$ cat src/rtc_pkg.sv
// Package for the relay threshold control block: register map, field layout, encodings, timing.
// Assumes one 200 MHz clock and a 32-bit AXI4-Lite register bus.
package rtc_pkg;

  localparam int          AXI_AW        = 8;
  localparam int          VAL_W         = 16;

  localparam logic [7:0]  OFS_CTRL      = 8'h00;
  localparam logic [7:0]  OFS_THR_ONE   = 8'h04;
  localparam logic [7:0]  OFS_THR_TWO   = 8'h08;
  localparam logic [7:0]  OFS_HYSTERESIS_HALF_WIDTH      = 8'h0c;
  localparam logic [7:0]  OFS_ON_DLY    = 8'h10;
  localparam logic [7:0]  OFS_OFF_DLY   = 8'h14;
  localparam logic [7:0]  OFS_LINK_TO   = 8'h18;
  localparam logic [7:0]  OFS_STATUS    = 8'h1c;

  // Control register fields
  localparam int          CTL_MODE_LSB  = 0;
  localparam int          CTL_ACT_LSB   = 4;
  localparam int          CTL_MINUTES   = 8;
  localparam int          CTL_PEAK_SEL  = 9;
  localparam int          CTL_FITTED    = 10;

  // Status register fields
  localparam int          STS_RELAY     = 0;
  localparam int          STS_CRIT      = 1;
  localparam int          STS_PEND      = 2;

  localparam logic [2:0]  MODE_INACTIVE = 3'h0;
  localparam logic [2:0]  MODE_NORMAL   = 3'h1;
  localparam logic [2:0]  MODE_INVERTED = 3'h2;
  localparam logic [2:0]  MODE_INSIDE   = 3'h3;
  localparam logic [2:0]  MODE_OUTSIDE  = 3'h4;
  localparam logic [2:0]  MODE_BUS      = 3'h5;

  localparam logic [1:0]  ACT_HOLD      = 2'h0;
  localparam logic [1:0]  ACT_FORCE_ON  = 2'h1;
  localparam logic [1:0]  ACT_FORCE_OFF = 2'h2;

  localparam logic signed [VAL_W-1:0] THR_MIN  = 16'shfc19;
  localparam logic signed [VAL_W-1:0] THR_MAX  = 16'sh270f;
  localparam logic [9:0]  HYSTERESIS_HALF_WIDTH_MAX      = 10'h3e7;
  localparam logic [9:0]  DLY_MAX       = 10'h3e7;

  localparam logic [31:0] CTRL_RST      = 32'h0000_0400;
  localparam logic [1:0]  RESP_OKAY     = 2'h0;
  localparam logic [1:0]  RESP_SLVERR   = 2'h2;

  // Time base: delays count in tenths of a second or tenths of a minute
  localparam int          CLK_MHZ       = 200;
  localparam int          TENTH_MS      = 100;
  localparam int          TENTH_CYCLES  = TENTH_MS * 1000 * CLK_MHZ;
  localparam logic [5:0]  TENTHS_PER_MIN_UNIT = 6'h3b;

  typedef enum logic [1:0] {
    RLY_OFF = 2'b01,
    RLY_ON  = 2'b10
  } rtc_relay_type;

endpackage

$ cat src/rtc_relay_ctrl.sv
// Relay and indicator control from a measured value, with AXI4-Lite configuration.
// Assumes value, peak, range fault and link events arrive on mclk from the same domain.
`timescale 1ns/1ps
module rtc_relay_ctrl #(
  parameter int TENTH_TICK = rtc_pkg::TENTH_CYCLES
) (
  input  wire logic                              mclk,
  input  wire logic                              srst,
  input  wire logic [rtc_pkg::AXI_AW-1:0]        s_axi_awaddr,
  input  wire logic                              s_axi_awvalid,
  output logic                                   s_axi_awready,
  input  wire logic [31:0]                       s_axi_wdata,
  input  wire logic [3:0]                        s_axi_wstrb,
  input  wire logic                              s_axi_wvalid,
  output logic                                   s_axi_wready,
  output logic [1:0]                             s_axi_bresp,
  output logic                                   s_axi_bvalid,
  input  wire logic                              s_axi_bready,
  input  wire logic [rtc_pkg::AXI_AW-1:0]        s_axi_araddr,
  input  wire logic                              s_axi_arvalid,
  output logic                                   s_axi_arready,
  output logic [31:0]                            s_axi_rdata,
  output logic [1:0]                             s_axi_rresp,
  output logic                                   s_axi_rvalid,
  input  wire logic                              s_axi_rready,
  input  wire logic signed [rtc_pkg::VAL_W-1:0]  measValue,
  input  wire logic signed [rtc_pkg::VAL_W-1:0]  peakValue,
  input  wire logic                              peakActive,
  input  wire logic                              rangeFault,
  input  wire logic                              linkRxPulse,
  input  wire logic                              busCmdValid,
  input  wire logic                              busCmdOn,
  output logic                                   relayOut,
  output logic                                   ledOut
);
  import rtc_pkg::*;

  typedef struct packed {
    logic                    awReady;
    logic                    wReady;
    logic                    awHeld;
    logic                    wHeld;
    logic [AXI_AW-1:0]       awAddr;
    logic [31:0]             wData;
    logic [3:0]              wStrb;
    logic                    bValid;
    logic [1:0]              bResp;
    logic                    arReady;
    logic                    rValid;
    logic [31:0]             rData;
    logic [1:0]              rResp;
    logic [31:0]             ctrl;
    logic signed [VAL_W-1:0] thrOne;
    logic signed [VAL_W-1:0] thrTwo;
    logic [9:0]              hysteresis_half_width;
    logic [9:0]              onDly;
    logic [9:0]              offDly;
    logic [15:0]             linkTo;
    rtc_relay_type           relay;
    logic                    pending;
    logic [9:0]              dlyCnt;
    logic [31:0]             tickCnt;
    logic [5:0]              minCnt;
    logic [15:0]             linkCnt;
    logic                    crit;
    logic                    relayQ;
    logic                    ledQ;
  } rtc_state_type;

  rtc_state_type st_r;
  rtc_state_type st_nxt;

  function automatic logic [31:0] mergeStrb(input logic [31:0] old, input logic [31:0] nw,
                                            input logic [3:0] strb);
    logic [31:0] res;
    res = old;
    for (int i = 0; i < 4; i++) begin
      if (strb[i]) begin
        res[i*8 +: 8] = nw[i*8 +: 8];
      end
    end
    return res;
  endfunction

  function automatic logic signed [VAL_W-1:0] clampThr(input logic [31:0] w);
    logic signed [VAL_W-1:0] v;
    v = w[VAL_W-1:0];
    if (v < THR_MIN) begin
      v = THR_MIN;
    end else if (v > THR_MAX) begin
      v = THR_MAX;
    end
    return v;
  endfunction

  function automatic logic [9:0] clampTen(input logic [31:0] w, input logic [9:0] lim);
    logic [9:0] v;
    v = (w > {22'h0, lim}) ? lim : w[9:0];
    return v;
  endfunction

  logic [2:0]                mode;
  logic [1:0]                action;
  logic signed [VAL_W:0]     cmpVal;
  logic signed [VAL_W:0]     loThr;
  logic signed [VAL_W:0]     hiThr;
  logic signed [VAL_W:0]     hExt;
  logic                      wantOn;
  logic                      wantOff;
  logic                      tenthTick;
  logic                      unitTick;
  logic                      isOn;
  logic                      critNow;
  logic                      wrFire;
  logic [31:0]               wrVal;
  logic [31:0]               rdVal;
  logic                      rdHit;
  logic                      wrHit;
  logic [9:0]                dlyNeed;

  always_comb begin
    st_nxt = st_r;
    mode   = st_r.ctrl[CTL_MODE_LSB +: 3];
    action = st_r.ctrl[CTL_ACT_LSB +: 2];
    isOn   = (st_r.relay == RLY_ON);
    // Comparison source: held peak only while peak detection runs
    // source select
    cmpVal = (st_r.ctrl[CTL_PEAK_SEL] && peakActive) ? {peakValue[VAL_W-1], peakValue}
                                                     : {measValue[VAL_W-1], measValue};
    hExt   = $signed({7'h0, st_r.hysteresis_half_width});
    loThr  = {st_r.thrOne[VAL_W-1], st_r.thrOne};
    hiThr  = loThr;
    if (mode == MODE_INSIDE || mode == MODE_OUTSIDE) begin
      if (st_r.thrTwo < st_r.thrOne) begin
        loThr = {st_r.thrTwo[VAL_W-1], st_r.thrTwo};
      end else begin
        hiThr = {st_r.thrTwo[VAL_W-1], st_r.thrTwo};
      end
    end
    wantOn  = 1'b0;
    wantOff = 1'b0;
    case (mode)
      MODE_NORMAL: begin
        wantOn  = cmpVal > loThr + hExt;
        wantOff = cmpVal < loThr - hExt;
      end
      MODE_INVERTED: begin
        wantOff = cmpVal > loThr + hExt;
        wantOn  = cmpVal < loThr - hExt;
      end
      MODE_INSIDE: begin
        wantOn  = (cmpVal > loThr + hExt) && (cmpVal < hiThr - hExt);
        wantOff = (cmpVal < loThr - hExt) || (cmpVal > hiThr + hExt);
      end
      MODE_OUTSIDE: begin
        wantOn  = (cmpVal > hiThr + hExt) || (cmpVal < loThr - hExt);
        wantOff = (cmpVal > loThr + hExt) && (cmpVal < hiThr - hExt);
      end
      default: begin
        wantOn  = 1'b0;
        wantOff = 1'b0;
      end
    endcase

    // Tenth-of-second prescaler, optionally divided to tenths of a minute
    tenthTick = (st_r.tickCnt == 32'(TENTH_TICK - 1));
    st_nxt.tickCnt = tenthTick ? 32'h0 : st_r.tickCnt + 32'h1;
    unitTick = tenthTick;
    if (st_r.ctrl[CTL_MINUTES]) begin
      unitTick = tenthTick && (st_r.minCnt == TENTHS_PER_MIN_UNIT);
      if (tenthTick) begin
        st_nxt.minCnt = (st_r.minCnt == TENTHS_PER_MIN_UNIT) ? 6'h0 : st_r.minCnt + 6'h1;
      end
    end

    if (linkRxPulse || busCmdValid) begin
      st_nxt.linkCnt = 16'h0;
    end else if (tenthTick && st_r.linkCnt != 16'hffff) begin
      st_nxt.linkCnt = st_r.linkCnt + 16'h1;
    end
    critNow = (mode == MODE_BUS) ? (st_r.linkTo != 16'h0 && st_r.linkCnt > st_r.linkTo)
                                 : rangeFault;
    st_nxt.crit = critNow;

    dlyNeed = isOn ? st_r.offDly : st_r.onDly;
    st_nxt.pending = 1'b0;
    st_nxt.dlyCnt  = 10'h0;
    if (critNow) begin
      if (action == ACT_FORCE_ON) begin
        st_nxt.relay = RLY_ON;
      end else if (action == ACT_FORCE_OFF) begin
        st_nxt.relay = RLY_OFF;
      end
    end else if (mode == MODE_INACTIVE) begin
      st_nxt.relay = RLY_OFF;
    end else if (mode == MODE_BUS) begin
      if (busCmdValid) begin
        st_nxt.relay = busCmdOn ? RLY_ON : RLY_OFF;
      end
    end else if ((wantOn && !isOn) || (wantOff && isOn)) begin
      if (st_r.dlyCnt >= dlyNeed) begin
        st_nxt.relay = isOn ? RLY_OFF : RLY_ON;
      end else begin
        st_nxt.pending = 1'b1;
        st_nxt.dlyCnt  = unitTick ? st_r.dlyCnt + 10'h1 : st_r.dlyCnt;
      end
    end
    st_nxt.ledQ   = (st_nxt.relay == RLY_ON);
    st_nxt.relayQ = (st_nxt.relay == RLY_ON) && st_r.ctrl[CTL_FITTED];

    // AXI4-Lite write: address and data in either order, response after both
    if (s_axi_awvalid && st_r.awReady) begin
      st_nxt.awHeld  = 1'b1;
      st_nxt.awAddr  = s_axi_awaddr;
      st_nxt.awReady = 1'b0;
    end
    if (s_axi_wvalid && st_r.wReady) begin
      st_nxt.wHeld  = 1'b1;
      st_nxt.wData  = s_axi_wdata;
      st_nxt.wStrb  = s_axi_wstrb;
      st_nxt.wReady = 1'b0;
    end
    wrFire = st_r.awHeld && st_r.wHeld && !st_r.bValid;
    wrHit  = 1'b0;
    wrVal  = 32'h0;
    if (wrFire) begin
      st_nxt.awHeld = 1'b0;
      st_nxt.wHeld  = 1'b0;
      st_nxt.bValid = 1'b1;
      wrHit = 1'b1;
      case (st_r.awAddr)
        OFS_CTRL: begin
          st_nxt.ctrl = mergeStrb(st_r.ctrl, st_r.wData, st_r.wStrb);
        end
        OFS_THR_ONE: begin
          wrVal = mergeStrb({{16{st_r.thrOne[VAL_W-1]}}, st_r.thrOne}, st_r.wData, st_r.wStrb);
          st_nxt.thrOne = clampThr(wrVal);
        end
        OFS_THR_TWO: begin
          wrVal = mergeStrb({{16{st_r.thrTwo[VAL_W-1]}}, st_r.thrTwo}, st_r.wData, st_r.wStrb);
          st_nxt.thrTwo = clampThr(wrVal);
        end
        OFS_HYSTERESIS_HALF_WIDTH: begin
          st_nxt.hysteresis_half_width = clampTen(mergeStrb({22'h0, st_r.hysteresis_half_width}, st_r.wData, st_r.wStrb), HYSTERESIS_HALF_WIDTH_MAX);
        end
        OFS_ON_DLY: begin
          st_nxt.onDly = clampTen(mergeStrb({22'h0, st_r.onDly}, st_r.wData, st_r.wStrb), DLY_MAX);
        end
        OFS_OFF_DLY: begin
          st_nxt.offDly = clampTen(mergeStrb({22'h0, st_r.offDly}, st_r.wData, st_r.wStrb),
                                   DLY_MAX);
        end
        OFS_LINK_TO: begin
          wrVal = mergeStrb({16'h0, st_r.linkTo}, st_r.wData, st_r.wStrb);
          st_nxt.linkTo = wrVal[15:0];
        end
        default: begin
          wrHit = 1'b0;
        end
      endcase
      st_nxt.bResp = wrHit ? RESP_OKAY : RESP_SLVERR;
    end
    if (st_r.bValid && s_axi_bready) begin
      st_nxt.bValid  = 1'b0;
      st_nxt.awReady = 1'b1;
      st_nxt.wReady  = 1'b1;
    end

    // AXI4-Lite read
    rdHit = 1'b1;
    case (s_axi_araddr)
      OFS_CTRL:    rdVal = st_r.ctrl;
      OFS_THR_ONE: rdVal = {{16{st_r.thrOne[VAL_W-1]}}, st_r.thrOne};
      OFS_THR_TWO: rdVal = {{16{st_r.thrTwo[VAL_W-1]}}, st_r.thrTwo};
      OFS_HYSTERESIS_HALF_WIDTH:    rdVal = {22'h0, st_r.hysteresis_half_width};
      OFS_ON_DLY:  rdVal = {22'h0, st_r.onDly};
      OFS_OFF_DLY: rdVal = {22'h0, st_r.offDly};
      OFS_LINK_TO: rdVal = {16'h0, st_r.linkTo};
      OFS_STATUS:  rdVal = {29'h0, st_r.pending, st_r.crit, isOn};
      default: begin
        rdVal = 32'h0;
        rdHit = 1'b0;
      end
    endcase
    if (s_axi_arvalid && st_r.arReady) begin
      st_nxt.arReady = 1'b0;
      st_nxt.rValid  = 1'b1;
      st_nxt.rData   = rdVal;
      st_nxt.rResp   = rdHit ? RESP_OKAY : RESP_SLVERR;
    end
    if (st_r.rValid && s_axi_rready) begin
      st_nxt.rValid  = 1'b0;
      st_nxt.arReady = 1'b1;
    end
  end

  always_ff @(posedge mclk) begin
    if (srst) begin
      st_r         <= '0;
      st_r.awReady <= 1'b1;
      st_r.wReady  <= 1'b1;
      st_r.arReady <= 1'b1;
      st_r.ctrl    <= CTRL_RST;
      st_r.relay   <= RLY_OFF;
    end else begin
      st_r <= st_nxt;
    end
  end

  assign s_axi_awready = st_r.awReady;
  assign s_axi_wready  = st_r.wReady;
  assign s_axi_bvalid  = st_r.bValid;
  assign s_axi_bresp   = st_r.bResp;
  assign s_axi_arready = st_r.arReady;
  assign s_axi_rvalid  = st_r.rValid;
  assign s_axi_rdata   = st_r.rData;
  assign s_axi_rresp   = st_r.rResp;
  assign relayOut      = st_r.relayQ;
  assign ledOut        = st_r.ledQ;

  led_follows_a: assert property (@(posedge mclk) disable iff (srst)
    ledOut == (st_r.relay == RLY_ON)) else $error("indicator differs from relay");
  unfitted_off_a: assert property (@(posedge mclk) disable iff (srst)
    !st_r.ctrl[CTL_FITTED] |=> !relayOut) else $error("unfitted relay driven");
  inactive_off_a: assert property (@(posedge mclk) disable iff (srst)
    mode == MODE_INACTIVE && !critNow |=> st_r.relay == RLY_OFF) else $error("inactive on");
  force_on_a: assert property (@(posedge mclk) disable iff (srst)
    critNow && action == ACT_FORCE_ON |=> st_r.relay == RLY_ON) else $error("no force on");
  force_off_a: assert property (@(posedge mclk) disable iff (srst)
    critNow && action == ACT_FORCE_OFF |=> st_r.relay == RLY_OFF) else $error("no force off");
  hold_state_a: assert property (@(posedge mclk) disable iff (srst)
    critNow && action == ACT_HOLD |=> $stable(st_r.relay)) else $error("hold changed");
  zero_delay_a: assert property (@(posedge mclk) disable iff (srst)
    mode == MODE_NORMAL && !critNow && wantOn && !isOn && st_r.onDly == 10'h0
    |=> st_r.relay == RLY_ON) else $error("zero delay not immediate");
  no_early_on_a: assert property (@(posedge mclk) disable iff (srst)
    $rose(st_r.relay == RLY_ON) && !$past(critNow) && $past(mode) != MODE_BUS
    |-> $past(st_r.dlyCnt) >= $past(st_r.onDly)) else $error("switched on early");
  restart_a: assert property (@(posedge mclk) disable iff (srst)
    st_r.pending && !st_nxt.pending |=> st_r.dlyCnt == 10'h0) else $error("timer kept");
  bus_ignores_a: assert property (@(posedge mclk) disable iff (srst)
    mode == MODE_BUS && !critNow && !busCmdValid |=> $stable(st_r.relay))
    else $error("bus mode moved by input");
  hysteresis_half_width_limit_a: assert property (@(posedge mclk) disable iff (srst)
    st_r.hysteresis_half_width <= HYSTERESIS_HALF_WIDTH_MAX && st_r.thrOne >= THR_MIN && st_r.thrOne <= THR_MAX)
    else $error("setting out of range");
  link_crit_a: assert property (@(posedge mclk) disable iff (srst)
    mode == MODE_BUS && st_r.linkTo != 16'h0 && st_r.linkCnt > st_r.linkTo |=> st_r.crit)
    else $error("link timeout missed");

endmodule

$ cat config.mk
export PLATFORM = sky130hd
export DESIGN_NAME = rtc_relay_ctrl
export DESIGN_NICKNAME = d
export VERILOG_FILES = /design/src/rtc_pkg.sv /design/src/rtc_relay_ctrl.sv
export SDC_FILE = /design/constraint.sdc
export NUM_CORES = 1
export LEC_CHECK = 0
export BUFFER_PORTS_ARGS = -buffer_cell sky130_fd_sc_hd__buf_2
export CORE_MARGIN = 1.5
export CORE_UTILIZATION = 55
export DETAILED_ROUTE_END_ITERATION = 6
export PLACE_DENSITY = 0.77
export SETUP_SLACK_MARGIN = 0.4
export SYNTH_ARGS = -nofsm -noshare
export SYNTH_HDL_FRONTEND = slang
export SYNTH_SLANG_ARGS = --single-unit
$ cat constraint.sdc
create_clock -name mclk -period 6.8 [get_ports mclk]
set_input_delay 0.34 -clock mclk [delete_from_list [all_inputs] [get_ports mclk]]
set_output_delay 0.34 -clock mclk [all_outputs]
set_load 0.05 [all_outputs]
==> summary.md, run 1 <==
| Metric | Value |
|---|---|
| Max-slew headroom | 0.161 |
| GPL Wtd Cong | 0.957 |
| Maximum vdd ir drop | roughly 0.18 mV |
| Global-route congestion overflow total | 0 |
| Top cell type's share of synthesized area | 0.307 |
| Ports | 139 |
| Number of placement rows | 64 |
| Post-detailed-route DRC marker count | 18 |
| Clock edge transition at the registers on the reported setup and hold paths | 0.06 ns |
| Top cells by area in the synthesized netlist | dfxtp_1, ha_1, a21oi_1 |
| Number of flops mapped to enable cells by yosys | 0 |
| Standby leakage power | 7.89 nW |
| Worst flop-to-flop path endpoint | st_r[64]$_SDFFE_PP0P_ |
| Post-route minimum period | 6.50 ns |
| Hold Path Cell Cnt | 3 |
| Vertical die dimension | 180 um |
| Slew of the pin with the lowest slew margin | 1.26 ns |
| CTS Buf Count | 29 |
| TritonCTS clock tree | yes |
| Post-placement setup slack | -0.104 ns |
| Summed instance area of the synthesized netlist | 17,300 um2 |
| Power density over cell area | between 150 and 200 nW/um2 |
| Bufs and invs on worst path | 3 |
| Clock Latency Late Sink | approximately 0.55 ns |
| Delay-heaviest family, CP | compound AO/OA/AOI/OAI gates |
| Vias | roughly 17,000 |
| Status | finished, violations left |
| Syn. warnings | 0 |
| Crit path kind | reg -> reg |
| Leading area contributor after synthesis | dfxtp_1 |
| Total area of multi-input combinational cells | 11,400 um2 |
| Worst-case register-to-register setup slack | 0.30 ns |
| Distinct cell type count after synthesis | 91 |
| Global Route Usage Sum | 0.317 |
| Total iterations of the first detailed-routing run | 7 |
| Post-DRT Antenna Nets | 0 |
| Synth Instances | between 2,000 and 2,500 |
| Sequential Area | 5310 um2 |
| H-tree levels | 1 |
| Kind of start point of the critical path | flip-flop |
| First DRT Iteration DRCs | 1,485 |
| Overall power of the completed layout | approximately 0.0035 W |
| End point of the most critical hold path | st_r[252]$_SDFFE_PP0P_ |
| Setup crit end kind | flip-flop |
| Beginning of the critical path | st_r[141]$_SDFFE_PP0P_ |
| Initial antenna violation count | 0 |
| Post-Route Skew | 0.00802 ns |
| Via density | 6.16 |
| Hold Path Origin | s_axi_wdata[29] |
| Max Buffers Root-to-Sink | 3 |
| Cell at the root of the clock tree | clkbuf_16 |
| Primary FF master, synth | dfxtp_1 |
| Final-report setup violation count | 0 |
| Portion of the clock cycle consumed by the worst path in the final layout | 0.956 |
| Flops & latches, synth | 265 |
| Count of inserted antenna diode cells | 0 |
| Die area | roughly 33,000 um2 |
| RSZ-0062 raised after global routing | true |
| Number of clock sinks | roughly 270 |
| Initial cell density of the core | 0.562 |
| Final HPWL DP | 39.4 mm |
| Core footprint | between 30,000 and 40,000 um2 |
| Number of global-route vias before repair | 15,851 |
| Fraction of final layout cells with drive strength greater than 1 | 0.178 |
| Maximum fanout encountered on the critical timing path | 6 |
| Area delta synth->final | 14.8% |
| Max-Cap Viols | 0 |
| Top achievable clock speed | 0.154 GHz |
| Largest net degree at the start of global routing | just under 90 |
| Avg Inst Size Synth | 8.00 um2 |
| Die width | roughly 180 um |
| Path class of the lowest-slack min-delay path | in -> reg |
| Total Wirelength | 53.1 mm |
| Slowest CP cell | or4_4 |
| Number of I/O port buffers | 136 |
| Worst Setup Slack, final | 0.297 ns |
| Critical Path Most Common Cell | a211oi_2 |
| Start of the worst register-to-register path | st_r[141]$_SDFFE_PP0P_ |
| Filler Cell Count | 2,654 |
| Failing checks | design-rule violations |
| Register-to-Register Path Depth | 31 |
| Data arrival time of the worst path | 6.99 ns |
| Number of pins with negative max-slew slack in the final report | 0 |
| Hold Violations, Final | 0 |
| Sequential share of the synthesized area | 0.307 |
| Fin nets | 2,523 |
| Worst path required time | 7.29 ns |
| Drt wl/cell | 19.8 um |
| First-pass GRT wire length | around 84 mm |
| Async set-or-reset flop fraction in the synthesized netlist | 0 |
| Delay contributed by the slowest stage of the critical path | approximately 0.47 ns |
-- worst max path at each step --
stage                       endpoint  cells past startpoint
6_report       st_r[64]$_SDFFE_PP0P_                     31
2_1_floorplan    relayOut$_SDFF_PP0_                     30
5_1_grt        st_r[58]$_SDFFE_PP0P_                     35
4_1_cts        st_r[63]$_SDFFE_PP0P_                     34
3_5_place_dp     relayOut$_SDFF_PP0_                     31
3_3_place_gp     relayOut$_SDFF_PP0_                     31
-- repair_timing --
item | CTS | global route
hold endpoints to repair | 1 | 0
resized for setup | 63 | 47
hold buffers | 1 | 0
buffers inserted | 16 | 11
endpoints found under the setup margin | 15 | 15
cloned | 1 | 0
pin swaps | 37 | 33
-- cells in the final DEF (no fill, tap or decap), types with 63 or more instances in the layout --
master,n
buf_4,77
a21oi_1,198
nand2_1,225
mux2i_1,63
buf_2,135
ha_1,147
dfxtp_1,260
inv_1,103
xnor2_1,69
nor2_1,239
o21ai_0,64
-- where the power goes --
part	switching [W]	total (W)	internal, W	leakage (nW)
clock	0.000645	0.00157	0.000923	0.455
combinational	0.000183	0.000285	0.000102	5.29
sequential	0.0000306	0.00160	0.00157	2.15
total	0.000859	0.00346	0.00260	7.89
-- cell families (layout without fill, tap and decap cells) --
kind of cell    Yosys count  in the layout  share of synthesized area
simple gates            748            748                      0.203
other cells               1              2                   0.000217
buf+inv                 252            377                     0.0642
mux                      91             91                     0.0549
fa+ha+maj               158            158                      0.116
xor+xnor                105            105                     0.0532
compound gates          542            542                      0.202
flops                   265            265                      0.307
-- sequential cells by signal, summed over array words and instances (netlist names), 2 cells and up --
name         flops
s_axi_rdata     32
st_r           209
mode             3
hExt            10
action           2
-- through the flow --
stage,hold slack [ns],utilization,std cells,TNS [ns],instance area [um2]
4_1_cts,0.0228,0.636,2673,0,19600
3_5_place_dp,0.447,0.592,2607,-0.279,18200
5_1_grt,0.0388,0.645,2684,0,19800
3_3_place_gp,0.442,0.592,2607,0,18200
2_1_floorplan,0.426,-,2163,0,17300
6_report,0.0321,0.645,2684,0,19800
-- final cells by class --
cell class,count,share of cell area
clock buffers,36,0.0394
clock inverters,12,0.00744
inverters,112,0.0212
multi-input cells,1646,0.572
flip-flops and latches,265,0.268
well taps,396,0.0250
repair buffers,217,0.0672
-- synthesized netlist by cell type (24+ instances only) --
cell / instances
mux2_2: 26
a21oi_1: 208
a221oi_1: 24
a21o_1: 29
nand3_1: 61
xor2_1: 35
inv_1: 106
mux2i_1: 64
xnor2_1: 70
clkbuf_1: 73
buf_4: 36
nand2_1: 227
a22oi_1: 36
nor2_1: 250
ha_1: 152
or3_1: 28
nand4_1: 33
o21ai_0: 71
nor3_1: 38
dfxtp_1: 265
-- layer usage --
metal,GRT usage,up-vias,wire length [um]
met3,0.0443,159,3890
li1,-,7863,-
met2,0.525,704,24500
met4,0.150,0,2690
met5,0,-,0
met1,0.409,7811,22100
-- worst reg2reg max path, delay by kind of cell (launching register included) --
kind	cells	cell delay (ns)
XOR/XNOR	2	0.31
flip-flops	1	0.32
multiplexers	2	0.43
buffers and inverters	3	0.42
adder cells (fa/ha/maj)	3	0.77
AND/OR/NAND/NOR	8	1.64
AO/OA/AOI/OAI	13	2.55
Note: power is estimated with default switching activity, not from simulation.
==> inputs of run 2 (changes only) <==
- CELL_PAD_IN_SITES_DETAIL_PLACEMENT: unset -> 1
- CELL_PAD_IN_SITES_GLOBAL_PLACEMENT: unset -> 2
- CORE_UTILIZATION: 55 -> 33
- PLACE_DENSITY: 0.77 -> 0.84
- SLEW_MARGIN: unset -> 20
==> summary.md, run 2 (synthesized netlist as in run 1, its figures left out) <==
| Metric | Value |
|---|---|
| Maximum vdd ir drop | 0.203 mV (+9.6%) |
| Largest Register | st_r |
| Slowest CP cell | o41a_1 |
| Data arrival time of the worst path | 7.03 ns (+0.04 ns) |
| Drt wl/cell | 20.9 um (+5.6%) |
| Clock edge transition at the registers on the reported setup and hold paths | 0.07 ns (about the same) |
| Status | finished, final reports clean |
| Portion of the clock cycle consumed by the worst path in the final layout | 0.968 (+0.0120) |
| H-tree levels | 1 (unchanged) |
| Fin nets | 2,542 (+0.75%) |
| Setup TNS | 0 ns (unchanged) |
| Fraction of final layout cells with drive strength greater than 1 | 0.180 (+0.00125) |
| First-pass GRT wire length | 97.2 mm (+16%) |
| Top achievable clock speed | 0.152 GHz (-1.2%) |
| Final HPWL DP | 47.6 mm (+21%) |
| Largest net degree at the start of global routing | 120 (+36%) |
| Setup crit end kind | flip-flop |
| Most common cell after layout, fill and taps aside | dfxtp_1 |
| Initial cell density of the core | 0.336 (-0.227) |
| Critical Path Most Common Cell | a21oi_2 |
| Final-report setup violation count | 0 (unchanged) |
| Initial antenna violation count | 1 (+1) |
| Delay-heaviest family, CP | compound AO/OA/AOI/OAI gates |
| Via density | 5.55 (-9.8%) |
| Delay contributed by the slowest stage of the critical path | 0.45 ns (-0.02 ns) |
| Crit path kind | reg -> reg |
| Vias | 16,614 (+0.47%) |
| Die width | 232 um (+29%) |
| Post-DRT Antenna Nets | 0 (unchanged) |
| Final core utilization | 0.395 (-0.251) |
| Hold Path Origin | s_axi_bready |
| TritonCTS clock tree | yes |
| Die area | 53,800 um2 (+65%) |
| RSZ-0062 raised after global routing | true |
| Path class of the lowest-slack min-delay path | in -> reg |
| Worst path required time | 7.25 ns (-0.04 ns) |
| First DRT Iteration DRCs | 841 (-43%) |
| Ports | 139 (unchanged) |
| Placement-stage cell area | 18,600 um2 (+2.0%) |
| Max-slew headroom | 0.240 (+0.0786) |
| Slew of the pin with the lowest slew margin | 1.13 ns (-0.124 ns) |
| Bufs and invs on worst path | 2 (-1) |
| Area delta synth->final | 17.6% |
| Start of the worst register-to-register path | st_r[141]$_SDFFE_PP0P_ |
| Post-detailed-route DRC marker count | 0 (-18) |
| Standby leakage power | 8.00 nW (+1.4%) |
| Hold WS | 0.0238 ns (-0.00834 ns) |
| Final cell area excluding filler cells | 20,300 um2 (+2.4%) |
| Number of clock sinks | 265 (unchanged) |
| Total Wirelength | 62.5 mm (+18%) |
| Beginning of the critical path | st_r[141]$_SDFFE_PP0P_ |
| Clock Latency Late Sink | 0.57 ns (+0.02 ns) |
| Number of global-route vias before repair | 17,152 (+8.2%) |
| Top library cells by usage in the layout, fill and taps aside | dfxtp_1, nor2_1, nand2_1 |
| Global Route Usage Sum | 0.227 (-0.0902) |
| Kind of start point of the critical path | flip-flop |
| Post-route minimum period | 6.58 ns (+0.0814 ns) |
| Count of inserted antenna diode cells | 0 (unchanged) |
| Number of I/O port buffers | 136 (unchanged) |
| Vertical die dimension | 232 um (+29%) |
| Number of pins with negative max-slew slack in the final report | 0 (unchanged) |
| Cell at the root of the clock tree | clkbuf_16 |
| Max Buffers Root-to-Sink | 3 (unchanged) |
| Core footprint | 51,500 um2 (+68%) |
| Number of placement rows | 83 (+30%) |
| GPL Wtd Cong | 0.900 (-5.9%) |
| Number of flip-flops under the largest register name | 209 (unchanged) |
| Maximum fanout encountered on the critical timing path | 4 (-2) |
| Power density over cell area | 175 nW/um2 (+0.64%) |
| CTS Buf Count | 28 (-3.4%) |
| Hold Violations, Final | 0 (unchanged) |
| Global-route congestion overflow total | 0 (unchanged) |
| Total iterations of the first detailed-routing run | 5 (-2) |
| Max-Cap Viols | 0 (unchanged) |
| Post-Route Skew | 0.0202 ns (+0.0122 ns) |
## run 2: worst paths after layout
check,slack (ns),endpoint,cells after the start
min,0.02,s_axi_awready$_SDFFE_PP1P_,3
min reg2reg,0.46,st_r[260]$_SDFFE_PP0P_,2
max reg2reg,0.22,relayOut$_SDFF_PP0_,31
max,0.22,relayOut$_SDFF_PP0_,31
## run 2: layout make-up
type	count	area [um2]
multi-input cells	1646	11300
well taps	680	851
clock buffers	37	816
fillers	6254	31200
flip-flops and latches	265	5310
clock inverters	14	186
inverters	112	423
repair buffers	237	1470
## run 2: worst reg2reg max path, delay by kind of cell, from the launching register on
family | cells | cell delay [ns]
AOI/OAI and AO/OA | 15 | 3.15
xor gates and xnor gates | 1 | 0.14
adders and majority gates | 3 | 0.83
buffers and inverters | 2 | 0.19
DFF | 1 | 0.36
muxes | 1 | 0.34
and+or+nand+nor | 9 | 1.44
## run 2: layer usage
metal  share of wire  global-route usage  vias up
met5               0                   0        -
met4           0.037              0.0905        0
met3           0.052              0.0260       99
met2            0.47               0.383      493
met1            0.44               0.294     8122
li1                -                   -     7900
## run 2: power breakdown
part	internal [W]	leakage (nW)	total (W)	switching [W]
Sequential	0.00157	2.15	0.00161	0.0000323
Combinational	0.000103	5.38	0.000293	0.000190
Clock	0.000994	0.480	0.00166	0.000671
Total	0.00267	8.00	0.00356	0.000893
## run 2: timing repair
item	in CTS	in global routing
gates resized for setup	45	45
gates cloned	1	0
pin swaps	19	41
hold endpoints to repair	5	0
hold buffers	5	0
setup endpoints to repair	15	15
buffers inserted	20	19
## run 2: stage by stage
stage,total power [W],instances,worst slack (ns)
final,0.00356,2991,0.216
after global placement,0.00191,2895,0.102
after floorplan,0.00181,2163,0.378
after CTS,0.00360,2972,0.291
after global routing,0.00369,2991,-0.0275
after detailed placement,0.00192,2895,-0.140
